File: src/conv_regs.vh
`ifndef CONV_REGS_VH
`define CONV_REGS_VH

// register subaddresses
`define STEP_DOWN_ADDR      8'h18
`define BUCK_BOOST_ADDR     8'h19

// reset values
`define STEP_DOWN_RESET     8'h8C
`define BUCK_BOOST_RESET    8'hB2

// field layout
`define PULSE_SKIP_BIT      7
`define RESERVED_BIT        6
`define CODE_MSB            5
`define CODE_LSB            0

// step-down encoding
`define SD_BASE_MV          12'd900
`define SD_KNEE_CODE        6'h1A
`define SD_KNEE_MV          12'd1550

// buck-boost encoding
`define BB_BASE_MV          12'd1175
`define BB_KNEE_CODE        6'h0F
`define BB_KNEE_MV          12'd1550
`define BB_LAST_CODE        6'h34

// code step sizes
`define FINE_STEP_MV        12'd25
`define COARSE_STEP_MV      12'd50

// supervisor blanking
`define BLANK_TIME_US       5000
`define CLK_FREQ_MHZ        50
`define BLANK_CYCLES        (`BLANK_TIME_US * `CLK_FREQ_MHZ)

// strap settle cycles
`define STRAP_SETTLE        2'h3

`endif

File: src/blank_timer.v
`timescale 1ns/1ns
`include "conv_regs.vh"

module blank_timer #(
	parameter CYCLES = `BLANK_CYCLES,
	parameter W      = 18
) (
	input  wire clk_i,
	input  wire rst_n_i,
	input  wire ce_i,
	input  wire start_i,
	output reg  active_o
);

	reg [W-1:0] cnt_q;

	// restart on every write, hold for the full window
	always @(posedge clk_i) begin
		if (!rst_n_i) begin
			cnt_q    <= {W{1'b0}};
			active_o <= 1'b0;
		end else if (ce_i) begin
			if (start_i) begin
				cnt_q    <= CYCLES[W-1:0] - {{(W-1){1'b0}}, 1'b1};
				active_o <= 1'b1;
			end else if (cnt_q != {W{1'b0}}) begin
				cnt_q <= cnt_q - {{(W-1){1'b0}}, 1'b1};
			end else begin
				active_o <= 1'b0;
			end
		end
	end

endmodule // blank_timer

File: src/converter_voltage_setting_regs.v
// Behaviour
// - buck-boost register at 0x19, resets 0xB2
// - writes accepted only while unlocked
// - each accepted write blanks the supervisor of its own converter 5 ms
// - bit 7 pulse-skip enable, resets 1
// - pulse-skip active only under light load
// - step-down code bits 5-0, reset Ch
// - buck-boost code bits 5-0, reset 32h
// - default code follows default-select resistor
`timescale 1ns/1ns
`include "conv_regs.vh"

module converter_voltage_setting_regs #(
	parameter       BLANK_CYCLES  = `BLANK_CYCLES,
	parameter       BLANK_W       = 18,
	parameter [5:0] SD_ALT_CODE   = 6'h0C,
	parameter [5:0] BB_ALT_CODE   = 6'h32
) (
	input  wire        clk_i,
	input  wire        rst_n_i,
	input  wire        ce_i,
	input  wire        unlock_i,
	input  wire        wr_en_i,
	input  wire [7:0]  wr_addr_i,
	input  wire [7:0]  wr_data_i,
	input  wire        rd_en_i,
	input  wire [7:0]  rd_addr_i,
	input  wire        light_load_sd_i,
	input  wire        light_load_bb_i,
	input  wire        default_select_resistor_i,
	output reg  [7:0]  rd_data_o,
	output reg         rd_valid_o,
	output reg         wr_refused_o,
	output reg  [5:0]  sd_code_o,
	output reg  [5:0]  bb_code_o,
	output reg  [11:0] sd_target_mv_o,
	output reg  [11:0] bb_target_mv_o,
	output reg         bb_code_reserved_o,
	output reg         sd_pulse_skip_o,
	output reg         bb_pulse_skip_o,
	output wire        sd_blank_o,
	output wire        bb_blank_o
);

	// reset bytes, split into fields below
	localparam [7:0] SD_RST = `STEP_DOWN_RESET;
	localparam [7:0] BB_RST = `BUCK_BOOST_RESET;

	// code field of a register byte
	function [5:0] code_of;
		input [7:0] byte_in;
		begin
			code_of = byte_in[`CODE_MSB:`CODE_LSB];
		end
	endfunction

	// register byte, reserved bit forced low
	function [7:0] pack_reg;
		input       skip;
		input [5:0] code;
		begin
			pack_reg = {skip, 1'b0, code};
		end
	endfunction

	// code to millivolts with one knee
	function [11:0] code_to_mv;
		input [5:0]  code;
		input [5:0]  knee;
		input [11:0] base;
		input [11:0] knee_mv;
		begin
			if (code <= knee)
				code_to_mv = base + `FINE_STEP_MV * {6'h00, code};
			else
				code_to_mv = knee_mv + `COARSE_STEP_MV * {6'h00, code - knee};
		end
	endfunction

	reg        sd_skip_en_q;
	reg        bb_skip_en_q;
	reg [5:0]  sd_code_q;
	reg [5:0]  bb_code_q;
	reg [2:0]  ll_sd_q;
	reg [2:0]  ll_bb_q;
	reg [2:0]  sel_q;
	reg        ll_sd_st_q;
	reg        ll_bb_st_q;
	reg [1:0]  settle_q;
	reg        strap_done_q;
	reg        sd_written_q;
	reg        bb_written_q;
	reg        sd_wr_q;
	reg        bb_wr_q;

	wire       wr_sd;
	wire       wr_bb;
	wire       wr_hit;
	wire [7:0] sd_reg;
	wire [7:0] bb_reg;

	assign wr_hit = wr_en_i && (wr_addr_i == `STEP_DOWN_ADDR || wr_addr_i == `BUCK_BOOST_ADDR);
	assign wr_sd  = wr_en_i && unlock_i && wr_addr_i == `STEP_DOWN_ADDR;
	assign wr_bb  = wr_en_i && unlock_i && wr_addr_i == `BUCK_BOOST_ADDR;

	// reserved bit held at zero
	assign sd_reg = pack_reg(sd_skip_en_q, sd_code_q);
	assign bb_reg = pack_reg(bb_skip_en_q, bb_code_q);

	// pin synchronisers, change counts when stages 2 and 3 agree
	always @(posedge clk_i) begin
		if (!rst_n_i) begin
			ll_sd_q    <= 3'h0;
			ll_bb_q    <= 3'h0;
			sel_q      <= 3'h0;
			ll_sd_st_q <= 1'b0;
			ll_bb_st_q <= 1'b0;
		end else if (ce_i) begin
			ll_sd_q <= {ll_sd_q[1:0], light_load_sd_i};
			ll_bb_q <= {ll_bb_q[1:0], light_load_bb_i};
			sel_q   <= {sel_q[1:0], default_select_resistor_i};
			if (ll_sd_q[1] == ll_sd_q[2])
				ll_sd_st_q <= ll_sd_q[2];
			if (ll_bb_q[1] == ll_bb_q[2])
				ll_bb_st_q <= ll_bb_q[2];
		end
	end

	// register storage
	always @(posedge clk_i) begin
		if (!rst_n_i) begin
			sd_skip_en_q <= SD_RST[`PULSE_SKIP_BIT];
			sd_code_q    <= code_of(SD_RST);
			bb_skip_en_q <= BB_RST[`PULSE_SKIP_BIT];
			bb_code_q    <= code_of(BB_RST);
			settle_q     <= 2'h0;
			strap_done_q <= 1'b0;
			sd_written_q <= 1'b0;
			bb_written_q <= 1'b0;
		end else if (ce_i) begin
			if (!strap_done_q) begin
				if (settle_q != `STRAP_SETTLE) begin
					settle_q <= settle_q + 2'h1;
				end else if (sel_q[1] == sel_q[2]) begin
					strap_done_q <= 1'b1;
					if (sel_q[2] && !sd_written_q && !wr_sd)
						sd_code_q <= SD_ALT_CODE;
					if (sel_q[2] && !bb_written_q && !wr_bb)
						bb_code_q <= BB_ALT_CODE;
				end
			end
			if (wr_sd) begin
				sd_skip_en_q <= wr_data_i[`PULSE_SKIP_BIT];
				sd_code_q    <= code_of(wr_data_i);
				sd_written_q <= 1'b1;
			end
			if (wr_bb) begin
				bb_skip_en_q <= wr_data_i[`PULSE_SKIP_BIT];
				bb_code_q    <= code_of(wr_data_i);
				bb_written_q <= 1'b1;
			end
		end
	end

	// read port and outputs
	always @(posedge clk_i) begin
		if (!rst_n_i) begin
			rd_data_o          <= 8'h00;
			rd_valid_o         <= 1'b0;
			wr_refused_o       <= 1'b0;
			sd_code_o          <= 6'h00;
			bb_code_o          <= 6'h00;
			sd_target_mv_o     <= 12'h000;
			bb_target_mv_o     <= 12'h000;
			bb_code_reserved_o <= 1'b0;
			sd_pulse_skip_o    <= 1'b0;
			bb_pulse_skip_o    <= 1'b0;
			sd_wr_q            <= 1'b0;
			bb_wr_q            <= 1'b0;
		end else if (ce_i) begin
			rd_valid_o <= rd_en_i;
			if (rd_en_i) begin
				case (rd_addr_i)
					`STEP_DOWN_ADDR:  rd_data_o <= sd_reg;
					`BUCK_BOOST_ADDR: rd_data_o <= bb_reg;
					default:          rd_data_o <= 8'h00;
				endcase
			end
			wr_refused_o       <= wr_hit && !unlock_i;
			sd_wr_q            <= wr_sd;
			bb_wr_q            <= wr_bb;
			sd_code_o          <= sd_code_q;
			bb_code_o          <= bb_code_q;
			sd_target_mv_o     <= code_to_mv(sd_code_q, `SD_KNEE_CODE, `SD_BASE_MV, `SD_KNEE_MV);
			bb_target_mv_o     <= code_to_mv(bb_code_q, `BB_KNEE_CODE, `BB_BASE_MV, `BB_KNEE_MV);
			bb_code_reserved_o <= bb_code_q > `BB_LAST_CODE;
			sd_pulse_skip_o    <= sd_skip_en_q && ll_sd_st_q;
			bb_pulse_skip_o    <= bb_skip_en_q && ll_bb_st_q;
		end
	end

	blank_timer #(
		.CYCLES (BLANK_CYCLES),
		.W      (BLANK_W)
	) u_sd_blank (
		.clk_i    (clk_i),
		.rst_n_i  (rst_n_i),
		.ce_i     (ce_i),
		.start_i  (sd_wr_q),
		.active_o (sd_blank_o)
	);

	blank_timer #(
		.CYCLES (BLANK_CYCLES),
		.W      (BLANK_W)
	) u_bb_blank (
		.clk_i    (clk_i),
		.rst_n_i  (rst_n_i),
		.ce_i     (ce_i),
		.start_i  (bb_wr_q),
		.active_o (bb_blank_o)
	);

endmodule // converter_voltage_setting_regs

File: config.mk
export PLATFORM = sky130hd
export DESIGN_NAME = converter_voltage_setting_regs
export DESIGN_NICKNAME = d
export VERILOG_FILES = /design/src/blank_timer.v /design/src/converter_voltage_setting_regs.v
export VERILOG_INCLUDE_DIRS = /design/src
export SDC_FILE = /design/constraint.sdc
export NUM_CORES = 1
export LEC_CHECK = 0
export ABC_AREA = 1
export BUFFER_PORTS_ARGS = -buffer_cell sky130_fd_sc_hd__buf_2
export CORE_AREA = 4 4 138 140
export CTS_CLUSTER_SIZE = 20
export DETAILED_ROUTE_END_ITERATION = 8
export DIE_AREA = 0 0 142 144
export PLACE_DENSITY = 0.66
export SETUP_SLACK_MARGIN = 0.3
export SLEW_MARGIN = 20
export SYNTH_ARGS = -nofsm -noshare
export SYNTH_HDL_FRONTEND = slang
export SYNTH_SLANG_ARGS = --single-unit
export TNS_END_PERCENT = 10
File: constraint.sdc
create_clock -name clk_i -period 6.5 [get_ports clk_i]
set_input_delay 0.65 -clock clk_i [delete_from_list [all_inputs] [get_ports clk_i]]
set_output_delay 0.65 -clock clk_i [all_outputs]
set_load 0.1 [all_outputs]
==> impl_metrics.toml, run 1 <==
[run_status]
status = "complete, no violations"

[sta]
drv_slew = 0
hold_viol_final = 0
setup-tns-final_ps = 0
slew_headroom_pct = 32.4
timing.final.crit_share_pct = 60.0
clock_skew_ps = 7.90
max_freq_mhz = 257
worst_slew_pin_slew_ps = 1010
rsz0062_at_grt = "no"
setup_violations = 0
period_minus_slack_ps = 3900
holdWs_ps = 437

[yosys]
avgSynthCellArea_um2 = 7.17
yosys-top-cells-area = "dfxtp_1 28%, ha_1 17%, nand2_1 8.7%"
syn-num-nets = 1320
synth_cells = 1167
yosysWarnings = 0
synth-async-reset-ratio_pct = 0
synth_edf_count = 0
netlist.area_leader.share_pct = 28.2
syn-cell-area_um2 = 8370
yosys_register_bits = 118
synthFlopType = "dfxtp_1"
seq_area_frac_synth_pct = 28.2
yosysTopAreaCell = "dfxtp_1"
ys_types = 50

[critical_path]
crit_path_max_fanout = 11
worstSetupPathType = "register to register"
crit_arrival_ps = 4270
critPathCaptureType = "register"
cp.required_ps = 6870
start_kind = "register"

[floorplan]
die_h_um = 144
die_w_um = 142
dieArea_um2 = 20400
core_um2 = 17800
rows = 49
boundaryPins = 84
initial_utilization_pct = 46.9

[grt]
grt_busiest_layer = "met2"
antenna_found_initial = 0
grt_overflow = 0
grtUsageMet3_pct = 4.30
grt_pass1_vias = 6843
use_met1_pct = 26.8
grt_max_degree = 62
grt_pass1_wl_um = 33600
grt.total_usage_pct = 20.2
grt.met2_usage_pct = 32.8

[clocking]
cts_tree = "done"
post_cts_buffers = 0
cts_max_path_buffers = 2
htree_levels = 4
cts_hold_buf = 0
clock-sinks = 118
clkTransAtPathRegs_ps = 70
clock-root-buffer = "clkbuf_16"
cts_inserted_buffers = 17
clk_latency_ps = 430
cts_resized = 0

[routing]
wirelength_um = 20900
drtPass1Iterations = 5
drt_iter0_markers = 355
vias_per_cell = 5.22
num_vias = 7698
wl_per_cell_um = 14.1
ant_nets = 0
drc = 0

[pwr]
power_density_nw_per_um2 = 305
ir_drop_mv = 0.283
leakagePower_uw = 0.00483

[placement]
dp_hpwl_um = 15300
globalplace.congestion = 0.895
port_buffers = 81

[cells_and_area]
syn_to_final_growth_pct = 13.4
layout-drive-gt1-share_pct = 11.7
diodes = 0
nets = 1386

[job]
cap_violations = 0

[hold_path]
min_path_type = "primary input to register"
==> cells in the mapped netlist, types with 7 or more instances <==
cell	count
nand3_1	63
nand2_2	7
clkbuf_1	24
nand3b_1	7
a31oi_1	9
fa_1	7
a21oi_1	114
inv_1	156
ha_1	113
nand2_1	193
xnor2_1	7
xor2_1	30
nor3_1	16
nor2_1	98
buf_2	8
dfxtp_1	118
nand4_1	22
o211ai_1	13
o21ai_0	100
==> where the power goes <==
group / leakage, uW / switching (uW) / internal (uW)
Clock: 0.000278 / 415 / 510
Sequential: 0.000968 / 96.3 / 829
Combinational: 0.00358 / 683 / 360
==> cell type report <==
class / instances / area (um2)
fillers: 1759 / 8350
multi-input cells: 852 / 5230
flip-flops and latches: 118 / 2360
inverters: 160 / 602
repair buffers: 84 / 430
clock buffers: 17 / 425
well taps: 229 / 287
clock inverters: 15 / 149
==> final timing paths <==
check / start / to / slack [ps] / cells after the start
worst min-delay path: light_load_bb_i / ll_bb_q[0] / 440 / 3
worst max register to register: sd_code_q[1] / sd_target_mv_o[7] / 2600 / 15
worst min register to register: settle_q[1] / settle_q[1] / 450 / 2
worst max-delay path: sd_code_q[1] / sd_target_mv_o[7] / 2600 / 15
==> critical path: stages, from the launching register on <==
cell      delay [ps]
dfxtp_1          620
inv_1            250
ha_1             300
xor2_1           200
inv_1            110
ha_1             300
ha_1             270
ha_1             290
ha_1             420
xor2_1           320
nor2_1           120
nor2_1           120
a21oi_1           80
o21ai_0          200
o211ai_1         150
inv_1             80
==> through the flow <==
| step | power, uW | instance area [um2] | setup WS (ps) | std cells | utilization [%] |
|---|---|---|---|---|---|
| 3_5_place_dp | 1970 | 8910 | 2630 | 1443 | 50.0 |
| 5_1_grt | 3080 | 9490 | 2320 | 1475 | 53.2 |
| 3_3_place_gp | 1960 | 8910 | 2700 | 1443 | 50.0 |
| 4_1_cts | 2910 | 9490 | 2600 | 1475 | 53.2 |
| 6_report | 2890 | 9490 | 2600 | 1475 | 53.2 |
| 2_1_floorplan | 1790 | 8370 | 3200 | 1167 | - |
==> cells by family after synthesis <==
kind of cell	share of synthesized area, %
and+or+nand+nor	23.2
AOI/OAI and AO/OA	16.9
buffers and inverters	9.21
adders and majority gates	18.6
DFF	28.2
xor gates and xnor gates	3.87
other	0.0448
==> layer usage <==
metal | vias to the layer above | part of all wire, %
met5 | - | 0
met4 | 0 | 2.4
met3 | 37 | 4.6
met2 | 157 | 46
met1 | 3488 | 47
li1 | 4016 | -
==> sequential cells by signal (all words and copies together), names as in the netlist, 6 cells and up <==
signal	cells
bb_code_o	6
bb_code_q	6
bb_target_mv_o	12
rd_data_o	7
sd_code_o	6
sd_code_q	6
sd_target_mv_o	12
u_bb_blank.cnt_q	18
u_sd_blank.cnt_q	18
==> cell usage in the layout (no fill, tap or decap), types with 3 or more instances in the layout <==
cell | synthesis | routed
o21ai_1 | 6 | 6
nand2_2 | 7 | 7
o21ai_0 | 100 | 100
inv_8 | 0 | 5
o22ai_1 | 6 | 6
buf_2 | 8 | 80
inv_1 | 156 | 156
nor2_1 | 98 | 98
ha_1 | 113 | 113
fa_1 | 7 | 7
buf_4 | 1 | 4
or2_2 | 3 | 3
xnor2_1 | 7 | 7
nor3_1 | 16 | 16
clkbuf_16 | 0 | 17
nand2_4 | 4 | 4
a21oi_2 | 3 | 3
nand2_1 | 193 | 193
nor4_1 | 5 | 5
xor2_1 | 30 | 30
or2_1 | 3 | 3
nand4_1 | 22 | 22
inv_6 | 0 | 6
nand3b_1 | 7 | 7
dfxtp_1 | 118 | 118
a31oi_1 | 9 | 9
nor3_2 | 3 | 3
o211ai_1 | 13 | 13
a21oi_1 | 114 | 114
nand3_1 | 63 | 63
(Power assumes the default switching activity.)
==> run 2, diff against run 1 <==
==> constraint.sdc (replaced) <==
create_clock -name clk_i -period 4.01 [get_ports clk_i]
set_input_delay 0.401 -clock clk_i [delete_from_list [all_inputs] [get_ports clk_i]]
set_output_delay 0.401 -clock clk_i [all_outputs]
set_load 0.1 [all_outputs]
==> run 2 against run 1 <==
Compared with the run above:
- via count is 0.86% lower
- total power is 63% higher
- critical path depth is 3 higher
- design area is 1.8% higher
- global-route usage is 0.37 points higher
- first-iteration DRC count is 12% lower
- critical endpoint is now sd_target_mv_o[11]
- largest cell class unchanged
==> impl_metrics.toml, run 2 (synthesis results as in run 1) <==
[critical_path]
cp.required_ps = 4330
cpMostUsedCell = "ha_1"
crit_path_max_fanout = 8
cp_cell_sequence = "inv_2 -> ha_1 -> a21oi_2 -> xor2_2 -> ha_1 -> ha_1 -> ha_1 -> ha_1 -> nand2_1 -> or2_2 -> nand3_1 -> nand2_1 -> nand2_1 -> nand3_1 -> nand3_1 -> nand3_1 -> nand2_1 -> inv_1"
worstSetupPathType = "register to register"
start_kind = "register"
crit_arrival_ps = 3780
ff2ff_path_depth = 18
critical_path.slowest_cell = "dfxtp_2"
critPathCaptureType = "register"
slowest_delay_ps = 360

[routing]
vias_per_cell = 5.13
num_vias = 7632
ant_nets = 0
drc = 0
wirelength_um = 20700
drt_iter0_markers = 312
drtPass1Iterations = 4
wl_per_cell_um = 13.9

[pwr]
pwr-share-comb_pct = 35.6
power_density_nw_per_um2 = 489
internal_power_uw = 2860
power_switching_uw = 1860
seq_power_share_pct = 31.8
sw_frac_of_total_pct = 39.4
ir_drop_mv = 0.422
leakagePower_uw = 0.00489
clkPwrFrac_pct = 32.6
finalPower_uw = 4720

[sta]
drv_slew = 0
max_freq_mhz = 289
setup-tns-final_ps = 0
setup_violations = 0
timing.final.crit_share_pct = 86.3
slew_headroom_pct = 61.7
period_minus_slack_ps = 3460
clock_skew_ps = 8.94
worst_slack_ps = 549
rsz0062_at_grt = "yes"
worst_slew_pin_slew_ps = 574
hold_viol_final = 0

[floorplan]
die_h_um = 144
initial_utilization_pct = 46.9
die_w_um = 142
dieArea_um2 = 20400
rows = 49
boundaryPins = 84
core_um2 = 17800

[clocking]
clkTransAtPathRegs_ps = 60
clock-sinks = 118
clock-root-buffer = "clkbuf_16"
cts_max_path_buffers = 2
cts_tree = "done"
clk_latency_ps = 410
cts_hold_buf = 0
htree_levels = 4
cts_inserted_buffers = 17

[job]
cap_violations = 0

[placement]
globalplace.congestion = 0.870
dp_hpwl_um = 15600
dp.cells = 1453
place_ws_ps = 280
port_buffers = 81

[grt]
grt_pass1_wl_um = 34400
grt_overflow = 0
grt_max_degree = 61
antenna_found_initial = 0
grt.total_usage_pct = 20.6
grt_pass1_vias = 7061

[cells_and_area]
mostFrequentLayoutCell = "nand2_1"
diodes = 0
nets = 1399
largestRegisters = "u_bb_blank.cnt_q (18), u_sd_blank.cnt_q (18)"
stdcell_count = 1488
syn_to_final_growth_pct = 15.4
final_cell_mix = "193 x nand2_1, 154 x inv_1, 114 x dfxtp_1"
layout-drive-gt1-share_pct = 13.7
finalCoreUtilization_pct = 54.1

[hold_path]
whs_path_depth = 3
min_path_type = "primary input to register"

[run_status]
status = "complete, no violations"
run 2: cell count changes in the layout (fill, tap and decap cells not counted), moves of 4 or more:
cell,previous run,this run
dfxtp_1,118,114
xor2_2,0,4
xor2_1,30,26
inv_8,5,1
dfxtp_2,0,4
buf_4,4,17
run 2: worst max-delay path: cells and delay by family (launching register included):
| kind | cells | cell delay, ps |
|---|---|---|
| buffers and inverters | 2 | 130 |
| adder cells (fa/ha/maj) | 5 | 1490 |
| flip-flops | 1 | 360 |
| XOR/XNOR | 1 | 290 |
| AO/OA/AOI/OAI | 1 | 200 |
| AND/OR/NAND/NOR | 9 | 890 |
run 2: metal layers:
metal  track usage, %  wire length (um)
met1             27.9             10000
met2             32.8              9390
met3             3.54               776
met4             8.08               544
met5                0                 0
run 2: final timing paths:
path	startpoint	endpoint	slack (ps)
worst max-delay path	sd_code_q[2]	sd_target_mv_o[11]	550
worst min-delay path	default_select_resistor_i	sel_q[0]	200
worst max register to register	sd_code_q[2]	sd_target_mv_o[11]	550
worst min register to register	bb_written_q	bb_written_q	460
run 2: power by group through the flow:
stage | registers [uW] | clock network [uW] | logic (uW)
after floorplan | 1670 | 0 | 1240
after global placement | 1520 | 0 | 1660
after detailed placement | 1520 | 0 | 1680
after CTS | 1500 | 1570 | 1690
after global routing | 1530 | 1630 | 1900
final | 1500 | 1540 | 1680
run 2: cell type report:
type	count	area, um2
clock buffers	18	429
clock inverters	14	163
fillers	1715	8180
inverters	160	606
multi-input cells	852	5280
flip-flops and latches	118	2370
well taps	229	287
repair buffers	97	528
run 2: repair_timing:
action                                  4_1_cts  5_1_grt
endpoints found under the setup margin        2        8
gates resized for setup                       1       15
buffers inserted                              0        3
run 2: through the flow:
step | hold WS [ps] | instance area [um2]
2_1_floorplan | 428 | 8370
3_3_place_gp | 441 | 8990
3_5_place_dp | 450 | 8990
4_1_cts | 183 | 9590
5_1_grt | 200 | 9660
6_report | 198 | 9660
